**src/hw/rtc_params.svh**
```systemverilog
// constants for the serial clock/calendar core
//
// Contract
// RULE1: reset pin low while primary supply fails
// RULE2: release reset after release delay above threshold
// RULE3: debounced pushbutton on reset pin asserts reset
// RULE4: oscillator off adds startup time to delay
// RULE5: interrupt pin only when enabled, any supply
// RULE6: wave enable selects square wave, else interrupt
// RULE7: square wave output runs on either supply
// RULE8: master shifts address then data bytes in
// RULE9: serial output driven only during reads
// RULE10: master selects, then clocks every bit
// RULE11: any number of bytes per select
// RULE12: shared data line driven by each phase owner
// RULE13: counters hundredths to year with carries
// RULE14: month end and leap year rollover
// RULE15: 12 or 24 hour format with pm
// RULE16: alarm compares every field to hundredths
// RULE17: no register access below fail threshold
// RULE18: no access until reset pin released
// RULE19: backup supply below threshold and backup level
// RULE20: keep counting and contents on backup
// RULE21: timekeeping derived from oscillator clock
// RULE22: read 00h-0Fh, write with address msb
// RULE23: pointer increments per byte, wraps
// RULE24: select copies time into read snapshot
// RULE25: hundredths advance every 10 ms
// RULE26: pushbutton low for debounce, then delay
// RULE27: time writes load counters at access end
`ifndef RTC_PARAMS_SVH
`define RTC_PARAMS_SVH
`define SYS_HZ        50000000
`define OSC_HZ        32768
`define HS_PER_SEC    100
`define RST_DLY_MS    250
`define OSC_START_MS  1000
`define DEBOUNCE_MS   10
`define MS_TO_TICKS(ms) (((ms) * `OSC_HZ + 999) / 1000)
`define BUF_DEPTH     2
`define REG_CTRL      4'hD
`define REG_STATUS    4'hE
`define ADDR_WR_BIT   7
`define HR_12H_BIT    6
`define HR_PM_BIT     5
`define ALM_MASK_BIT  7
`define ALM_DAY_BIT   6
`define CTL_OSC_OFF   7
`define CTL_RS_LO     3
`define CTL_WAVE_EN   2
`define CTL_AIE       0
`define STS_OSF       7
`define STS_AF        0
`define CTL_RESET     8'h00
`define STS_RESET     8'h80
`define CTL_WR_MASK   8'hBD
`define STS_CLR_MASK  8'h81
`define TIME_RESET    64'h0001010100000000
`define HSEC_MAX      8'h99
`define MINSEC_MAX    8'h59
`define HR24_MAX      8'h23
`define HR12_MAX      5'h12
`define HR12_PRE      5'h11
`define HR12_MIN      5'h01
`define DOW_MAX       8'h07
`define DAY_MIN       8'h01
`define MON_MAX       5'h12
`define MON_FEB       5'h02
`define MON_APR       5'h04
`define MON_JUN       5'h06
`define MON_SEP       5'h09
`define MON_NOV       5'h11
`define YEAR_MAX      8'h99
`define DAYS_FEB      8'h28
`define DAYS_LEAP     8'h29
`define DAYS_SHORT    8'h30
`define DAYS_LONG     8'h31
`endif

```
**src/hw/rtc_pkg.sv**
```systemverilog
// shared types for the clock/calendar core
package rtc_pkg;
  typedef logic [7:0] rtc_byte_t;
  typedef enum logic [1:0] {
    st_idle  = 2'b00,
    st_addr  = 2'b01,
    st_write = 2'b11,
    st_read  = 2'b10
  } rtc_st_e;
endpackage

```
**src/hw/rtc_strm_if.sv**
```systemverilog
// byte stream with valid and ready between core parts
`timescale 1ns/1ps
interface rtc_strm_if;
  rtc_pkg::rtc_byte_t data;
  logic               valid;
  logic               ready;
  modport src (output data, output valid, input ready);
  modport snk (input data, input valid, output ready);
endinterface

```
**src/hw/rtc_buf.sv**
```systemverilog
// small fifo for read bytes on their way to the shifter
`timescale 1ns/1ps
module rtc_buf #(
  parameter int unsigned DEPTH = 2
) (
  input  wire logic   sys_clk_in,
  input  wire logic   rst_in,
  input  wire logic   clr_in,
  rtc_strm_if.snk     in_if,
  rtc_strm_if.src     out_if
);
  import rtc_pkg::*;
  localparam int unsigned AW = (DEPTH > 1) ? $clog2(DEPTH) : 1;
  rtc_byte_t   mem_q [DEPTH];
  rtc_byte_t   mem_d [DEPTH];
  logic [AW:0]   cnt_q, cnt_d;
  logic [AW-1:0] wp_q, wp_d, rp_q, rp_d;
  logic          push, pop;

  always_comb
  begin
    in_if.ready  = cnt_q != (AW+1)'(DEPTH);
    out_if.valid = cnt_q != '0;
    out_if.data  = mem_q[rp_q];
    push = in_if.valid & in_if.ready;
    pop  = out_if.valid & out_if.ready;
    mem_d = mem_q;
    wp_d  = wp_q;
    rp_d  = rp_q;
    if (push)
    begin
      mem_d[wp_q] = in_if.data;
      wp_d = (wp_q == AW'(DEPTH - 1)) ? '0 : wp_q + AW'(1);
    end
    if (pop)
      rp_d = (rp_q == AW'(DEPTH - 1)) ? '0 : rp_q + AW'(1);
    cnt_d = cnt_q + (AW+1)'(push) - (AW+1)'(pop);
    if (clr_in)
    begin
      wp_d  = '0;
      rp_d  = '0;
      cnt_d = '0;
    end
  end

  always_ff @(posedge sys_clk_in)
  begin
    if (rst_in)
    begin
      mem_q <= '{default: '0};
      wp_q  <= '0;
      rp_q  <= '0;
      cnt_q <= '0;
    end
    else
    begin
      mem_q <= mem_d;
      wp_q  <= wp_d;
      rp_q  <= rp_d;
      cnt_q <= cnt_d;
    end
  end
endmodule

```
**src/hw/rtc_core.sv**
```systemverilog
// clock/calendar core with serial register port and supply monitor
`timescale 1ns/1ps
`include "rtc_params.svh"
module rtc_core #(
  parameter bit          SEL_HIGH       = 1'b0,
  parameter int unsigned RST_TICKS      = `MS_TO_TICKS(`RST_DLY_MS),
  parameter int unsigned START_TICKS    = `MS_TO_TICKS(`OSC_START_MS),
  parameter int unsigned DEBOUNCE_TICKS = `MS_TO_TICKS(`DEBOUNCE_MS)
) (
  input  wire logic sys_clk_in,
  input  wire logic rst_in,
  input  wire logic sel_in,
  input  wire logic sclk_in,
  input  wire logic sdi_in,
  output logic      sdo_out,
  output logic      sdo_oe_out,
  input  wire logic vcc_ok_in,
  input  wire logic vcc_above_backup_in,
  output logic      backup_supply_out,
  input  wire logic rst_pin_in,
  output logic      rst_pin_out,
  output logic      rst_pin_oe_out,
  output logic      irq_pin_out,
  output logic      irq_pin_oe_out,
  output logic      wave_or_irq_out,
  output logic      wave_or_irq_oe_out,
  output logic      square_wave_out,
  output logic      square_wave_oe_out
);
  import rtc_pkg::*;

  function automatic rtc_byte_t bcd_inc(input rtc_byte_t v);
    bcd_inc = (v[3:0] == 4'h9) ? {v[7:4] + 4'h1, 4'h0} : v + 8'h01;
  endfunction

  function automatic rtc_byte_t last_date(input logic [4:0] m,
                                          input rtc_byte_t y);
    logic leap;
    leap = y[4] ? (y[1:0] == 2'b10 && !y[3]) : (y[1:0] == 2'b00);
    if (m == `MON_FEB)
      last_date = leap ? `DAYS_LEAP : `DAYS_FEB;
    else if (m == `MON_APR || m == `MON_JUN ||
             m == `MON_SEP || m == `MON_NOV)
      last_date = `DAYS_SHORT;
    else
      last_date = `DAYS_LONG;
  endfunction

  // ---------------------------------------------------------------
  // declarations
  // ---------------------------------------------------------------
  rtc_byte_t   rg_q [16];
  rtc_byte_t   rg_d [16];
  rtc_byte_t   snap_q [8];
  rtc_byte_t   snap_d [8];
  rtc_byte_t   wbuf_q [8];
  rtc_byte_t   wbuf_d [8];
  logic [7:0]  wpend_q, wpend_d;
  logic [25:0] acc_q, acc_d;
  logic [26:0] acc_sum;
  logic        ph_q, ph_d;
  logic [14:0] oc_q, oc_d, ha_q, ha_d;
  logic [15:0] ha_sum;
  logic        half_tick, osc_raw, osc_tick, hs_tick, osc_off;
  rtc_st_e     st_q, st_d;
  logic [2:0]  bit_q, bit_d;
  logic [7:0]  sh_q, sh_d, osh_q, osh_d;
  logic [3:0]  ptr_q, ptr_d, fptr_q, fptr_d;
  logic        sel_q, sclk_q, sdo_q, sdo_d, oe_q, oe_d;
  logic        sel_act, sel_rise, sel_fall, sck_rise, sck_fall;
  logic        done, wr_stb, load_now, access_ok, rst_drive;
  rtc_byte_t   byte_in;
  logic        cy, alm_hit, sq_lvl, irq_act, wave_en;
  rtc_byte_t   hr, nx;
  logic        bak_q, irq_oe_q, woi_oe_q, sqw_oe_q;
  rtc_strm_if  fetch_if();
  rtc_strm_if  out_if();

  assign osc_off = rg_q[`REG_CTRL][`CTL_OSC_OFF];
  assign wave_en = rg_q[`REG_CTRL][`CTL_WAVE_EN];

  // ---------------------------------------------------------------
  // oscillator model and hundredths divider
  // ---------------------------------------------------------------
  // fractional accumulators keep the average rates exact
  always_comb
  begin
    acc_sum   = {1'b0, acc_q} + 27'(2 * `OSC_HZ);
    half_tick = acc_sum >= 27'(`SYS_HZ);
    acc_d     = half_tick ? 26'(acc_sum - 27'(`SYS_HZ)) : acc_sum[25:0];
    ph_d      = ph_q ^ half_tick;
    osc_raw   = half_tick & ph_q;
    osc_tick  = osc_raw & ~osc_off; // [RULE21]
    oc_d      = oc_q + 15'(osc_tick);
    ha_sum    = {1'b0, ha_q}
              + (osc_tick ? 16'(`HS_PER_SEC) : 16'h0000);
    hs_tick   = ha_sum[15]; // [RULE25]
    ha_d      = ha_sum[14:0];
  end

  always_ff @(posedge sys_clk_in)
  begin
    if (rst_in)
    begin
      acc_q <= '0;
      ph_q  <= 1'b0;
      oc_q  <= '0;
      ha_q  <= '0;
    end
    else
    begin
      acc_q <= acc_d;
      ph_q  <= ph_d;
      oc_q  <= oc_d;
      ha_q  <= ha_d;
    end
  end

  // ---------------------------------------------------------------
  // serial port
  // ---------------------------------------------------------------
  // samples on sclk rising, shifts out on sclk falling
  always_comb
  begin
    access_ok = vcc_ok_in & ~rst_drive; // [RULE17] [RULE18]
    sel_act  = (SEL_HIGH ? sel_in : ~sel_in) & access_ok;
    sel_rise = sel_act & ~sel_q;
    sel_fall = ~sel_act & sel_q;
    sck_rise = sel_act & sclk_in & ~sclk_q; // [RULE10]
    sck_fall = sel_act & ~sclk_in & sclk_q;
    byte_in  = {sh_q[6:0], sdi_in};
    done     = sck_rise & (bit_q == 3'd7);
    st_d     = st_q;
    bit_d    = bit_q;
    sh_d     = sh_q;
    ptr_d    = ptr_q;
    fptr_d   = fptr_q;
    osh_d    = osh_q;
    sdo_d    = sdo_q;
    oe_d     = oe_q;
    snap_d   = snap_q;
    wbuf_d   = wbuf_q;
    wpend_d  = wpend_q;
    wr_stb   = 1'b0;
    load_now = 1'b0;
    out_if.ready   = 1'b0;
    fetch_if.valid = st_q == st_read;
    fetch_if.data  = fptr_q[3] ? rg_q[fptr_q] : snap_q[fptr_q[2:0]];
    if (fetch_if.valid & fetch_if.ready)
      fptr_d = fptr_q + 4'h1; // [RULE23]
    if (sck_rise)
    begin
      bit_d = bit_q + 3'd1;
      sh_d  = byte_in;
    end
    case (st_q)
      st_idle:
        if (sel_rise)
        begin
          st_d  = st_addr;
          bit_d = 3'd0;
          for (int i = 0; i < 8; i++)
            snap_d[i] = rg_q[i]; // [RULE24]
        end
      st_addr:
        if (done)
        begin
          ptr_d  = byte_in[3:0]; // [RULE8] [RULE22]
          fptr_d = byte_in[3:0];
          st_d   = byte_in[`ADDR_WR_BIT] ? st_write : st_read;
          oe_d   = ~byte_in[`ADDR_WR_BIT]; // [RULE9] [RULE12]
        end
      st_write:
        if (done)
        begin
          ptr_d = ptr_q + 4'h1; // [RULE11] [RULE23]
          if (ptr_q[3])
            wr_stb = 1'b1;
          else
          begin
            wbuf_d[ptr_q[2:0]]  = byte_in; // [RULE27]
            wpend_d[ptr_q[2:0]] = 1'b1;
          end
        end
      st_read:
        if (sck_fall)
        begin
          if (bit_q == 3'd0)
          begin
            // an empty buffer here shifts out zeros
            out_if.ready = 1'b1; // [RULE11]
            sdo_d = out_if.valid & out_if.data[7];
            osh_d = out_if.valid ? {out_if.data[6:0], 1'b0} : 8'h00;
          end
          else
          begin
            sdo_d = osh_q[7];
            osh_d = {osh_q[6:0], 1'b0};
          end
        end
    endcase
    if (sel_fall)
    begin
      st_d     = st_idle;
      oe_d     = 1'b0; // [RULE9]
      wpend_d  = '0;
      load_now = access_ok; // [RULE27]
    end
  end

  always_ff @(posedge sys_clk_in)
  begin
    if (rst_in)
    begin
      st_q    <= st_idle;
      bit_q   <= '0;
      sh_q    <= '0;
      osh_q   <= '0;
      ptr_q   <= '0;
      fptr_q  <= '0;
      sel_q   <= 1'b0;
      sclk_q  <= 1'b0;
      sdo_q   <= 1'b0;
      oe_q    <= 1'b0;
      snap_q  <= '{default: '0};
      wbuf_q  <= '{default: '0};
      wpend_q <= '0;
    end
    else
    begin
      st_q    <= st_d;
      bit_q   <= bit_d;
      sh_q    <= sh_d;
      osh_q   <= osh_d;
      ptr_q   <= ptr_d;
      fptr_q  <= fptr_d;
      sel_q   <= sel_act;
      sclk_q  <= sclk_in;
      sdo_q   <= sdo_d;
      oe_q    <= oe_d;
      snap_q  <= snap_d;
      wbuf_q  <= wbuf_d;
      wpend_q <= wpend_d;
    end
  end

  rtc_buf #(
    .DEPTH (`BUF_DEPTH)
  ) u_buf (
    .sys_clk_in (sys_clk_in),
    .rst_in     (rst_in),
    .clr_in     (st_q != st_read),
    .in_if      (fetch_if),
    .out_if     (out_if)
  );

  // ---------------------------------------------------------------
  // timekeeping, alarm and register file
  // ---------------------------------------------------------------
  // supply state never gates counting [RULE20]
  always_comb
  begin
    rg_d = rg_q;
    nx   = 8'h00;
    hr   = rg_q[3];
    cy   = hs_tick; // [RULE13]
    if (cy)
    begin
      cy = rg_q[0] == `HSEC_MAX;
      rg_d[0] = cy ? 8'h00 : bcd_inc(rg_q[0]);
    end
    for (int i = 1; i < 3; i++)
      if (cy)
      begin
        cy = rg_q[i] == `MINSEC_MAX;
        rg_d[i] = cy ? 8'h00 : bcd_inc(rg_q[i]);
      end
    if (cy)
    begin
      if (hr[`HR_12H_BIT]) // [RULE15]
      begin
        if (hr[4:0] == `HR12_MAX)
        begin
          rg_d[3] = {hr[7:5], `HR12_MIN};
          cy = 1'b0;
        end
        else if (hr[4:0] == `HR12_PRE)
        begin
          rg_d[3] = {hr[7:6], ~hr[`HR_PM_BIT], `HR12_MAX};
          cy = hr[`HR_PM_BIT];
        end
        else
        begin
          nx = bcd_inc({3'b000, hr[4:0]});
          rg_d[3] = {hr[7:5], nx[4:0]};
          cy = 1'b0;
        end
      end
      else
      begin
        cy = {2'b00, hr[5:0]} == `HR24_MAX;
        nx = cy ? 8'h00 : bcd_inc({2'b00, hr[5:0]});
        rg_d[3] = {hr[7:6], nx[5:0]};
      end
    end
    if (cy)
    begin
      rg_d[4] = (rg_q[4] == `DOW_MAX) ? `DAY_MIN : bcd_inc(rg_q[4]);
      cy = rg_q[5] == last_date(rg_q[6][4:0], rg_q[7]); // [RULE14]
      rg_d[5] = cy ? `DAY_MIN : bcd_inc(rg_q[5]);
    end
    if (cy)
    begin
      cy = rg_q[6][4:0] == `MON_MAX;
      nx = cy ? `DAY_MIN : bcd_inc({3'b000, rg_q[6][4:0]});
      rg_d[6] = {rg_q[6][7:5], nx[4:0]};
    end
    if (cy)
    begin
      cy = rg_q[7] == `YEAR_MAX;
      rg_d[7] = cy ? 8'h00 : bcd_inc(rg_q[7]);
      rg_d[6][7] = rg_d[6][7] ^ cy;
    end
    alm_hit = hs_tick & (rg_d[0] == rg_q[8]) // [RULE16]
      & (rg_q[9][`ALM_MASK_BIT]  | rg_d[1][6:0] == rg_q[9][6:0])
      & (rg_q[10][`ALM_MASK_BIT] | rg_d[2][6:0] == rg_q[10][6:0])
      & (rg_q[11][`ALM_MASK_BIT] | rg_d[3][6:0] == rg_q[11][6:0])
      & (rg_q[12][`ALM_MASK_BIT] | (rg_q[12][`ALM_DAY_BIT]
          ? rg_d[4][2:0] == rg_q[12][2:0]
          : rg_d[5][5:0] == rg_q[12][5:0]));
    // a pending load overrides a tick in the same cycle
    if (load_now)
      for (int i = 0; i < 8; i++)
        if (wpend_q[i])
          rg_d[i] = wbuf_q[i]; // [RULE27]
    if (wr_stb)
    begin
      if (ptr_q == `REG_CTRL)
        rg_d[ptr_q] = byte_in & `CTL_WR_MASK;
      else if (ptr_q == `REG_STATUS)
        rg_d[ptr_q] = rg_q[ptr_q] & (byte_in | ~`STS_CLR_MASK);
      else
        rg_d[ptr_q] = byte_in;
    end
    // flag sets come last so they beat a clear
    if (alm_hit)
      rg_d[`REG_STATUS][`STS_AF] = 1'b1;
    if (osc_off)
      rg_d[`REG_STATUS][`STS_OSF] = 1'b1;
  end

  always_ff @(posedge sys_clk_in)
  begin
    if (rst_in)
    begin
      for (int i = 0; i < 8; i++)
        rg_q[i] <= 8'(`TIME_RESET >> (8 * i));
      for (int i = 8; i < 16; i++)
        rg_q[i] <= 8'h00;
      rg_q[`REG_CTRL]   <= `CTL_RESET;
      rg_q[`REG_STATUS] <= `STS_RESET;
    end
    else
      rg_q <= rg_d;
  end

  // ---------------------------------------------------------------
  // supply, reset pin and output pins
  // ---------------------------------------------------------------
  rtc_pwr #(
    .RST_TICKS      (RST_TICKS),
    .START_TICKS    (START_TICKS),
    .DEBOUNCE_TICKS (DEBOUNCE_TICKS)
  ) u_pwr (
    .sys_clk_in (sys_clk_in),
    .rst_in     (rst_in),
    .tick_in    (osc_raw),
    .vcc_ok_in  (vcc_ok_in),
    .osc_off_in (osc_off),
    .pin_in     (rst_pin_in),
    .drive_out  (rst_drive)
  );

  always_comb
  begin
    case (rg_q[`REG_CTRL][`CTL_RS_LO +: 2])
      2'd0:    sq_lvl = oc_q[14];
      2'd1:    sq_lvl = oc_q[2];
      2'd2:    sq_lvl = oc_q[1];
      default: sq_lvl = ph_q;
    endcase
    if (osc_off)
      sq_lvl = 1'b1;
    irq_act = rg_q[`REG_CTRL][`CTL_AIE]
            & rg_q[`REG_STATUS][`STS_AF]; // [RULE5]
  end

  always_ff @(posedge sys_clk_in)
  begin
    if (rst_in)
    begin
      bak_q    <= 1'b0;
      irq_oe_q <= 1'b0;
      woi_oe_q <= 1'b0;
      sqw_oe_q <= 1'b0;
    end
    else
    begin
      bak_q    <= ~vcc_ok_in & ~vcc_above_backup_in; // [RULE19]
      irq_oe_q <= irq_act; // [RULE5]
      woi_oe_q <= wave_en ? ~sq_lvl : irq_act; // [RULE6]
      sqw_oe_q <= wave_en & ~sq_lvl; // [RULE7]
    end
  end

  assign sdo_out            = sdo_q;
  assign sdo_oe_out         = oe_q;
  assign backup_supply_out  = bak_q;
  assign rst_pin_out        = 1'b0;
  assign rst_pin_oe_out     = rst_drive;
  assign irq_pin_out        = 1'b0;
  assign irq_pin_oe_out     = irq_oe_q;
  assign wave_or_irq_out    = 1'b0;
  assign wave_or_irq_oe_out = woi_oe_q;
  assign square_wave_out    = 1'b0;
  assign square_wave_oe_out = sqw_oe_q;
endmodule

```
**src/hw/rtc_pwr.sv**
```systemverilog
// reset pin supervisor: supply fail, release delay, pushbutton
`timescale 1ns/1ps
module rtc_pwr #(
  parameter int unsigned RST_TICKS      = 8192,
  parameter int unsigned START_TICKS    = 32768,
  parameter int unsigned DEBOUNCE_TICKS = 328,
  parameter int unsigned CNT_W          = 17
) (
  input  wire logic sys_clk_in,
  input  wire logic rst_in,
  input  wire logic tick_in,
  input  wire logic vcc_ok_in,
  input  wire logic osc_off_in,
  input  wire logic pin_in,
  output logic      drive_out
);
  logic [CNT_W-1:0] dly_q, dly_d, db_q, db_d, lim;
  logic             drv_q, drv_d;

  always_comb
  begin
    lim = CNT_W'(RST_TICKS)
        + (osc_off_in ? CNT_W'(START_TICKS) : '0); // [RULE4]
    dly_d = dly_q;
    db_d  = db_q;
    drv_d = drv_q;
    if (!vcc_ok_in)
    begin
      drv_d = 1'b1; // [RULE1]
      dly_d = '0;
      db_d  = '0;
    end
    else if (drv_q)
    begin
      if (tick_in)
      begin
        dly_d = dly_q + CNT_W'(1);
        if (dly_d >= lim)
          drv_d = 1'b0; // [RULE2]
      end
    end
    // our own drive reads back low, so only look while released
    else if (pin_in)
      db_d = '0;
    else if (tick_in)
    begin
      db_d = db_q + CNT_W'(1);
      if (db_d >= CNT_W'(DEBOUNCE_TICKS))
      begin
        drv_d = 1'b1; // [RULE3] [RULE26]
        dly_d = '0;
        db_d  = '0;
      end
    end
  end

  always_ff @(posedge sys_clk_in)
  begin
    if (rst_in)
    begin
      dly_q <= '0;
      db_q  <= '0;
      drv_q <= 1'b1;
    end
    else
    begin
      dly_q <= dly_d;
      db_q  <= db_d;
      drv_q <= drv_d;
    end
  end

  assign drive_out = drv_q;
endmodule

```
**config.mk**
```make
export PLATFORM = sky130hd
export DESIGN_NAME = rtc_core
export DESIGN_NICKNAME = d
export VERILOG_FILES = /design/src/hw/rtc_pkg.sv /design/src/hw/rtc_strm_if.sv /design/src/hw/rtc_buf.sv /design/src/hw/rtc_core.sv /design/src/hw/rtc_pwr.sv
export VERILOG_INCLUDE_DIRS = /design/src /design/src/hw
export SDC_FILE = /design/constraint.sdc
export NUM_CORES = 1
export LEC_CHECK = 0
export ABC_CLOCK_PERIOD_IN_PS = 6100
export BUFFER_PORTS_ARGS = -buffer_cell sky130_fd_sc_hd__buf_2
export CORE_MARGIN = 3
export CORE_UTILIZATION = 60
export DETAILED_ROUTE_END_ITERATION = 16
export GPL_TIMING_DRIVEN = 0
export PLACE_DENSITY = 0.83
export SYNTH_ARGS = -nofsm -noshare
export SYNTH_HDL_FRONTEND = slang
export SYNTH_SLANG_ARGS = --single-unit
export TNS_END_PERCENT = 50
```
**constraint.sdc**
```tcl
create_clock -name sys_clk_in -period 6.1 [get_ports sys_clk_in]
set_input_delay 0 -clock sys_clk_in [delete_from_list [all_inputs] [get_ports sys_clk_in]]
set_output_delay 0 -clock sys_clk_in [all_outputs]
set_load 0.02 [all_outputs]
```
Yosys cells after proc, flatten, opt, wreduce, memory -nomap -nowiden
Index checks and enable logic that the tools add are counted.
{"block": "op_classes", "addsub": 32, "n_mul": 0, "n_div": 0, "order_cmp": 14, "n_eq_ne": 44, "shift": 0, "mux": 127, "bitwise_logic": 49, "reduce_logical": 31}
{"operator": "bitwise mux 128 bit", "count": 3}
{"operator": "2-to-1 mux 128 bit", "count": 3}
{"operator": "2-to-1 mux 8 bit", "count": 40}
{"operator": "2-to-1 mux 17 bit", "count": 8}
{"operator": "binary-select mux 8 bit (select 4 bit)", "count": 2}
{"operator": "bitwise mux 64 bit", "count": 1}
{"operator": "2-to-1 mux 64 bit", "count": 1}
{"operator": "adder 8 x 1 -> 8 bit (second input constant)", "count": 6}
{"operator": "== test 4 bit (second input constant)", "count": 10}
{"operator": "2-to-1 mux 1 bit", "count": 35}
{"operator": "adder 17 x 1 -> 17 bit (second input constant)", "count": 2}
{"operator": "adder 4 x 1 -> 4 bit (second input constant)", "count": 8}
{"operator": "demux 8 bit (select 4 bit)", "count": 1}
{"operator": "2-to-1 mux 16 bit", "count": 2}
{"operator": "adder 26 x 17 -> 27 bit (second input constant)", "count": 1}
{"operator": ">= comparator 27 x 26 -> 1 bit (second input constant)", "count": 1}
{"operator": "2-to-1 mux 26 bit", "count": 1}
{"operator": "subtractor 26 bit (second input constant)", "count": 1}
{"operator": "2-to-1 mux 5 bit", "count": 5}
{"operator": "binary-select mux 8 bit (select 3 bit)", "count": 1}
{"operator": "demux 8 bit (select 3 bit)", "count": 1}
{"operator": "2-to-1 mux 6 bit", "count": 4}
{"operator": "AND 1 bit", "count": 22}
{"operator": "== test 7 bit", "count": 3}
{"operator": "other kinds (63)", "count": 135}
{"block": "word_totals", "regBits": 412, "latch_bits": 0, "ramBits": 0, "rom_bits": 0, "input_bits": 8, "wordCells": 358, "mem_count": 0}

Depth between registers and ports, before layout
{"block": "logic_depth", "word_depth": 22, "mapped_depth": 25, "ltp_nobuf": 23}

By module
A second synthesis with hierarchy kept.
{"block": "hier_totals", "hier_cells": 2586, "area_unflattened_um2": 21235.4}
{"module": "rtc_core", "instances": 1, "cells_per_inst": 2228, "area_each_um2": 18210.0, "seq_area_each_um2": 6946.7}
{"module": "rtc_pwr", "instances": 1, "cells_per_inst": 257, "area_each_um2": 2024.4, "seq_area_each_um2": 700.7}
{"module": "rtc_buf", "instances": 1, "cells_per_inst": 101, "area_each_um2": 1001.0, "seq_area_each_um2": 400.4}

Worst setup path after synthesis
Ideal clock, no wire load.
{"block": "synth_path", "kind": "reg2reg", "start": "register acc_q[16]", "end": "register rg_q[8] (netlist name)", "setup_time_ns": 0.069, "arrival_ns": 5.322, "required_ns": 6.031, "setup_slack_ns": 0.710, "stages_incl_launch_ff": 24, "period_less_slack_ns": 5.390, "path_cell_list": "dfxtp_1 > and2_1 > clkbuf_1 > nand3_1 > xor2_1 > or4_1 > a21o_1 > a21oi_1 > nor2_1 > inv_1 > ha_1 > nand2b_1 > buf_2 > clkinv_1 > ha_1 > nand3_1 > a21oi_1 > o2111ai_1 > or4_1 > a32oi_1 > nand4_1 > o41ai_2 > or4b_1 > o21ai_1"}
{"block": "synth_via", "elab_chain_len": 16, "word_cells_on_any_way": 33, "classes_between": "add/sub (2); order compare (1); eq/ne (6); mux (12); bitwise (11); reduce/logical (1)"}
{"item": "start: declaration", "line": "rtc_core.sv:59", "source": "logic [25:0] acc_q, acc_d;"}
{"item": "start signal: assignment", "line": "rtc_core.sv:105", "source": "acc_q <= '0;"}
{"item": "start signal: assignment", "line": "rtc_core.sv:112", "source": "acc_q <= acc_d;"}
{"item": "adder 26 x 17 -> 27 bit *", "line": "rtc_core.sv:88", "source": "acc_sum = {1'b0, acc_q} + 27'(2 * `OSC_HZ);"}
{"item": ">= comparator 27 x 26 -> 1 bit *", "line": "rtc_core.sv:89", "source": "half_tick = acc_sum >= 27'(`SYS_HZ);"}
{"item": "AND 1 bit *", "line": "rtc_core.sv:92", "source": "osc_raw = half_tick & ph_q;"}
{"item": "AND 1 bit *", "line": "rtc_core.sv:93", "source": "osc_tick = osc_raw & ~osc_off;"}
{"item": "2-to-1 mux 7 bit *", "line": "rtc_core.sv:96", "source": "+ (osc_tick ? 16'(`HS_PER_SEC) : 16'h0000);"}
{"item": "adder 15 x 7 -> 16 bit *", "line": "rtc_core.sv:95", "source": "ha_sum = {1'b0, ha_q}"}
{"item": "2-to-1 mux 1 bit", "line": "rtc_core.sv:267", "source": "if (cy)"}
{"item": "2-to-1 mux 1 bit (2 in series)", "line": "rtc_core.sv:273", "source": "if (cy)"}
{"item": "2-to-1 mux 1 bit", "line": "rtc_core.sv:278", "source": "if (cy)"}
{"item": "2-to-1 mux 16 bit", "line": "rtc_core.sv:306", "source": "if (cy)"}
{"item": "== test 6 bit / == test 3 bit (equally long branches)", "line": "rtc_core.sv:330, rtc_core.sv:329"}
{"item": "2-to-1 mux 1 bit", "line": "rtc_core.sv:328", "source": "& (rg_q[12][`ALM_MASK_BIT] | (rg_q[12][`ALM_DAY_BIT]"}
{"item": "OR 1 bit", "line": "rtc_core.sv:328"}
{"item": "AND 1 bit *", "line": "rtc_core.sv:324", "source": "alm_hit = hs_tick & (rg_d[0] == rg_q[8])"}
{"item": "2-to-1 mux 1 bit / nonzero test 2 bit (equally long branches)"}
{"item": "end signal: indexed assignment", "line": "rtc_core.sv:357", "source": "rg_q[i] <= 8'(`TIME_RESET >> (8 * i));"}
{"item": "end signal: indexed assignment", "line": "rtc_core.sv:360", "source": "rg_q[`REG_CTRL] <= `CTL_RESET;"}
{"item": "end signal: indexed assignment", "line": "rtc_core.sv:361", "source": "rg_q[`REG_STATUS] <= `STS_RESET;"}
{"item": "end: declaration", "line": "rtc_core.sv:52", "source": "rtc_byte_t rg_q [16];"}
Every way passes the cells marked *; elsewhere a longest branch is shown, timed or not.
A chain may end at the register's enable or synchronous reset.

Final worst setup path
{"block": "layout_path", "start": "register acc_q[20]", "end": "register rg_q[8] (netlist name)"}
The elaborated chain is that of the path after synthesis.

==> metrics <==
Compound-Gate Fraction of Synth Area 16.0%; Die ar. 0.0372 mm2; largest net degree at the start of global routing 15; TritonCTS clock tree built; Peak VDD IR roughly 0.28 mV; gate count of the mapped netlist 2534; Post-Synth Adder-Cell Area under 10%; Post-Synth Simple-Gate Area ~23%; clk root buf clkbuf_16; Top FF cell, synth dfxtp_1; Synth area leader dfxtp_1; clock slew at reported path FFs approximately 0.07 ns; die height 193 um; RSZ-0062 raised after global routing no; Reg2Reg Depth 19; Final Max Tran Viols 0; Max Freq 169 MHz; Cell variety after synth 86; DRT Pass-1 Iters 6; initial antenna violation count 2; R2R Setup Slk around 0.19 ns; WL final 72400 um; Hold Crit Depth 6; Placed Cells ~3000; FP Rows 67; routability cong. 1.03; status finished clean; H-tree levels 2; Post-synth ARST share 0%; Ports 19; maxcap violations 0; input/output buffers 12; P per Cell Area around 240 mW/mm2; post-synthesis xor/xnor area fraction under 10%; top cells by area, synth dfxtp_1 38%, nand2_1 6.5%, mux4_2 5.7%; hold crit path type input pin to flop; Final setup violation count 0; routed length per instance between 20 and 25 um; final setup TNS 0 ns; via count ~20000; Fin. Hold Viols 0; crit end category flop; share of cells above drive strength 1 9.32%; Mapped Area 0.0209 mm2; Detail Placement HPWL around 52000 um; largest family of logic cells by synthesized area simple AND/OR/NAND/NOR gates; worst-margin pin slew between 1 and 1.5 ns; gr ovfl total 0; hold path endpoint u_pwr.db_q[7]$_SDFFE_PP0P_; buffer depth of the longest clock path 3; Avg Cell Area, Syn between 8 and 9 um2; CTS buffer count between 40 and 50; Routed Antenna Nets 0; Critical Setup Path Class flop to flop; Avg Vias per Cell 6.47; Yosys reg bits 402; Power Total roughly 5.6 mW; Slew headroom 4.90%; Worst-Skew Late Latency 0.59 ns; fillers around 2700; Initial Utilization 61.7%; Die Wd ~190 um; Crit Path Max Fanout 8; Area Overhead vs Synth 12.0%; vias in the first global route roughly 19000; yosys warns 0; crit share post-route between 90% and 100%; CP startpoint kind flop; mux cell area share after synthesis 10.9%; CP Data Required Time 6.62 ns; Final nets 2663; Max Clock Skew roughly 0.025 ns; hold path startpoint rst_pin_in; leakage power between 8 and 9 nW; Placeable Area approximately 0.034 mm2; commonest non-fill, non-tap cell in the layout dfxtp_1; final routed DRC violation total 0; post-synthesis sequential area ratio 38.4%; number of synthesized flops with an enable pin 0; reg2reg end rg_q[8]$_SDFFE_PP0P_; first-pass GRT wire length 110000 um; total track usage between 30% and 40%; DR iter-0 viols about 2000; post-synth top area share 38.4%; fin cells just over 3000; clock sinks 402; FF-to-FF Start acc_q[20]$_SDFF_PP0_; CP arrival ~6.4 ns; crit path time final between 5 and 6 ns; most frequent cells in the layout 399 x dfxtp_1, 364 x nand2_1, 312 x nor2_1, 232 x a21oi_1, 159 x clkbuf_1
worst max-delay path, stage by stage, from the launching register on:
cell and delay (ns):
dfxtp_1 0.44, and4_1 0.28, nand3_1 0.11, xor2_1 0.18, or4_4 0.54, a21o_1 0.21
a21oi_4 0.28, nor2_4 0.10, inv_4 0.13, ha_2 0.22, nand2b_4 0.09, buf_4 0.19
nor2_1 0.67, o2111ai_4 0.26, or4_1 0.56, a32oi_1 0.22, nand4_1 0.17, o41ai_4 0.49
or4b_4 0.56, o21ai_1 0.14
layout make-up:
class	count	area (um2)	share of cell area [%]
multi-input combinational	1894	12200	51.9
sequential	402	8050	34.3
clock buffer	59	1270	5.41
buffer	182	714	3.05
tap	448	561	2.39
clock inverter	18	253	1.08
inverter	55	213	0.907
timing repair buffer	30	208	0.886
antenna	3	7.51	0.0320
synth_stat cells (6+ instances only):
cell       instances
nand2b_1          20
o22ai_1            6
and3_1            28
mux2i_1           87
a21o_1            12
or3_1             24
a22oi_1           11
dfxtp_1          402
buf_1             14
mux2_2            19
xnor2_1           60
nor3_1            61
nand2_1          364
nor3b_1            7
a211oi_1          40
o21a_1            13
nor4_1             8
a2111oi_0          9
inv_1             52
o31ai_1           15
a21oi_1          234
buf_2             11
or4_1             10
a31oi_1           17
nand4_1           23
a311oi_1          15
mux4_2            53
a21boi_0           6
nor2b_1           24
ha_1              47
nand3_1          109
and2_1            11
o21ai_0           64
xor2_1            40
or2_2              8
clkbuf_1         157
a221oi_1          14
o211ai_1           9
nand3b_1          13
o2111ai_1          8
nor2_1           313
and3b_1            6
metrics by stage:
stage	hold WS [ns]	util [%]	cell area, um2	worst slack, ns
3_5_place_dp	0.169	63.5	21600	-1.28
3_3_place_gp	0.167	63.5	21600	-1.50
4_1_cts	0.0159	68.7	23300	0.0829
6_report	0.0479	69.1	23400	0.186
5_1_grt	0.0840	69.0	23400	0.0151
2_1_floorplan	0.0768	-	20900	0.710
registers in the layout, indices dropped and copies added (netlist names), 2 cells and up:
register	count
rg_q	119
snap_q	64
wbuf_q	64
acc_q	19
u_pwr.db_q	17
u_pwr.dly_q	17
u_buf.mem_q	16
oc_q	15
ha_q	13
hr	8
wpend_q	8
osh_q	7
sh_q	7
fptr_q	4
ptr_q	4
bit_q	3
st_q	2
u_buf.cnt_q	2
metal layers:
layer / vias up / share of wire (%) / global-route usage, %
met3: 293 / 11 / 9.19
met5: - / 0 / 0
met2: 1108 / 44 / 60.6
met1: 9499 / 39 / 49.1
met4: 0 / 6.7 / 23.2
li1: 9098 / - / -
report_power, final:
part	internal, mW	switching, mW
Clock	1.71	1.12
Sequential	2.63	0.00357
Combinational	0.0207	0.0963
logic make-up (layout without fill, tap and decap cells):
| kind of cell | count (synthesis) | after routing |
|---|---|---|
| buffers and inverters | 241 | 344 |
| adders and majority gates | 47 | 47 |
| other | 1 | 7 |
| and+or+nand+nor | 1058 | 1058 |
| xor gates and xnor gates | 100 | 100 |
| muxes | 159 | 159 |
| AOI/OAI and AO/OA | 526 | 526 |
| DFF | 402 | 402 |
what timing repair did:
action,4_1_cts,5_1_grt
endpoints found under the setup margin,42,16
setup buffers,9,2
pin swaps,2,2
gates resized for setup,26,22
endpoints found under the hold margin,6,0
hold buffers,6,0
worst max-delay path by stage:
stage | start | endpoint | slack (ns) | cells past startpoint
6_report | acc_q[20]$_SDFF_PP0_ | rg_q[8]$_SDFFE_PP0P_ | 0.19 | 19
5_1_grt | acc_q[20]$_SDFF_PP0_ | rg_q[8]$_SDFFE_PP0P_ | 0.02 | 22
4_1_cts | acc_q[16]$_SDFF_PP0_ | rg_q[8]$_SDFFE_PP0P_ | 0.08 | 23
3_5_place_dp | acc_q[16]$_SDFF_PP0_ | rg_q[8]$_SDFFE_PP0P_ | -1.28 | 23
3_3_place_gp | acc_q[16]$_SDFF_PP0_ | rg_q[8]$_SDFFE_PP0P_ | -1.50 | 24
2_1_floorplan | acc_q[16]$_SDFF_PP0_ | rg_q[8]$_SDFFE_PP0P_ | 0.71 | 23
Power figures use the tool's default switching activity.
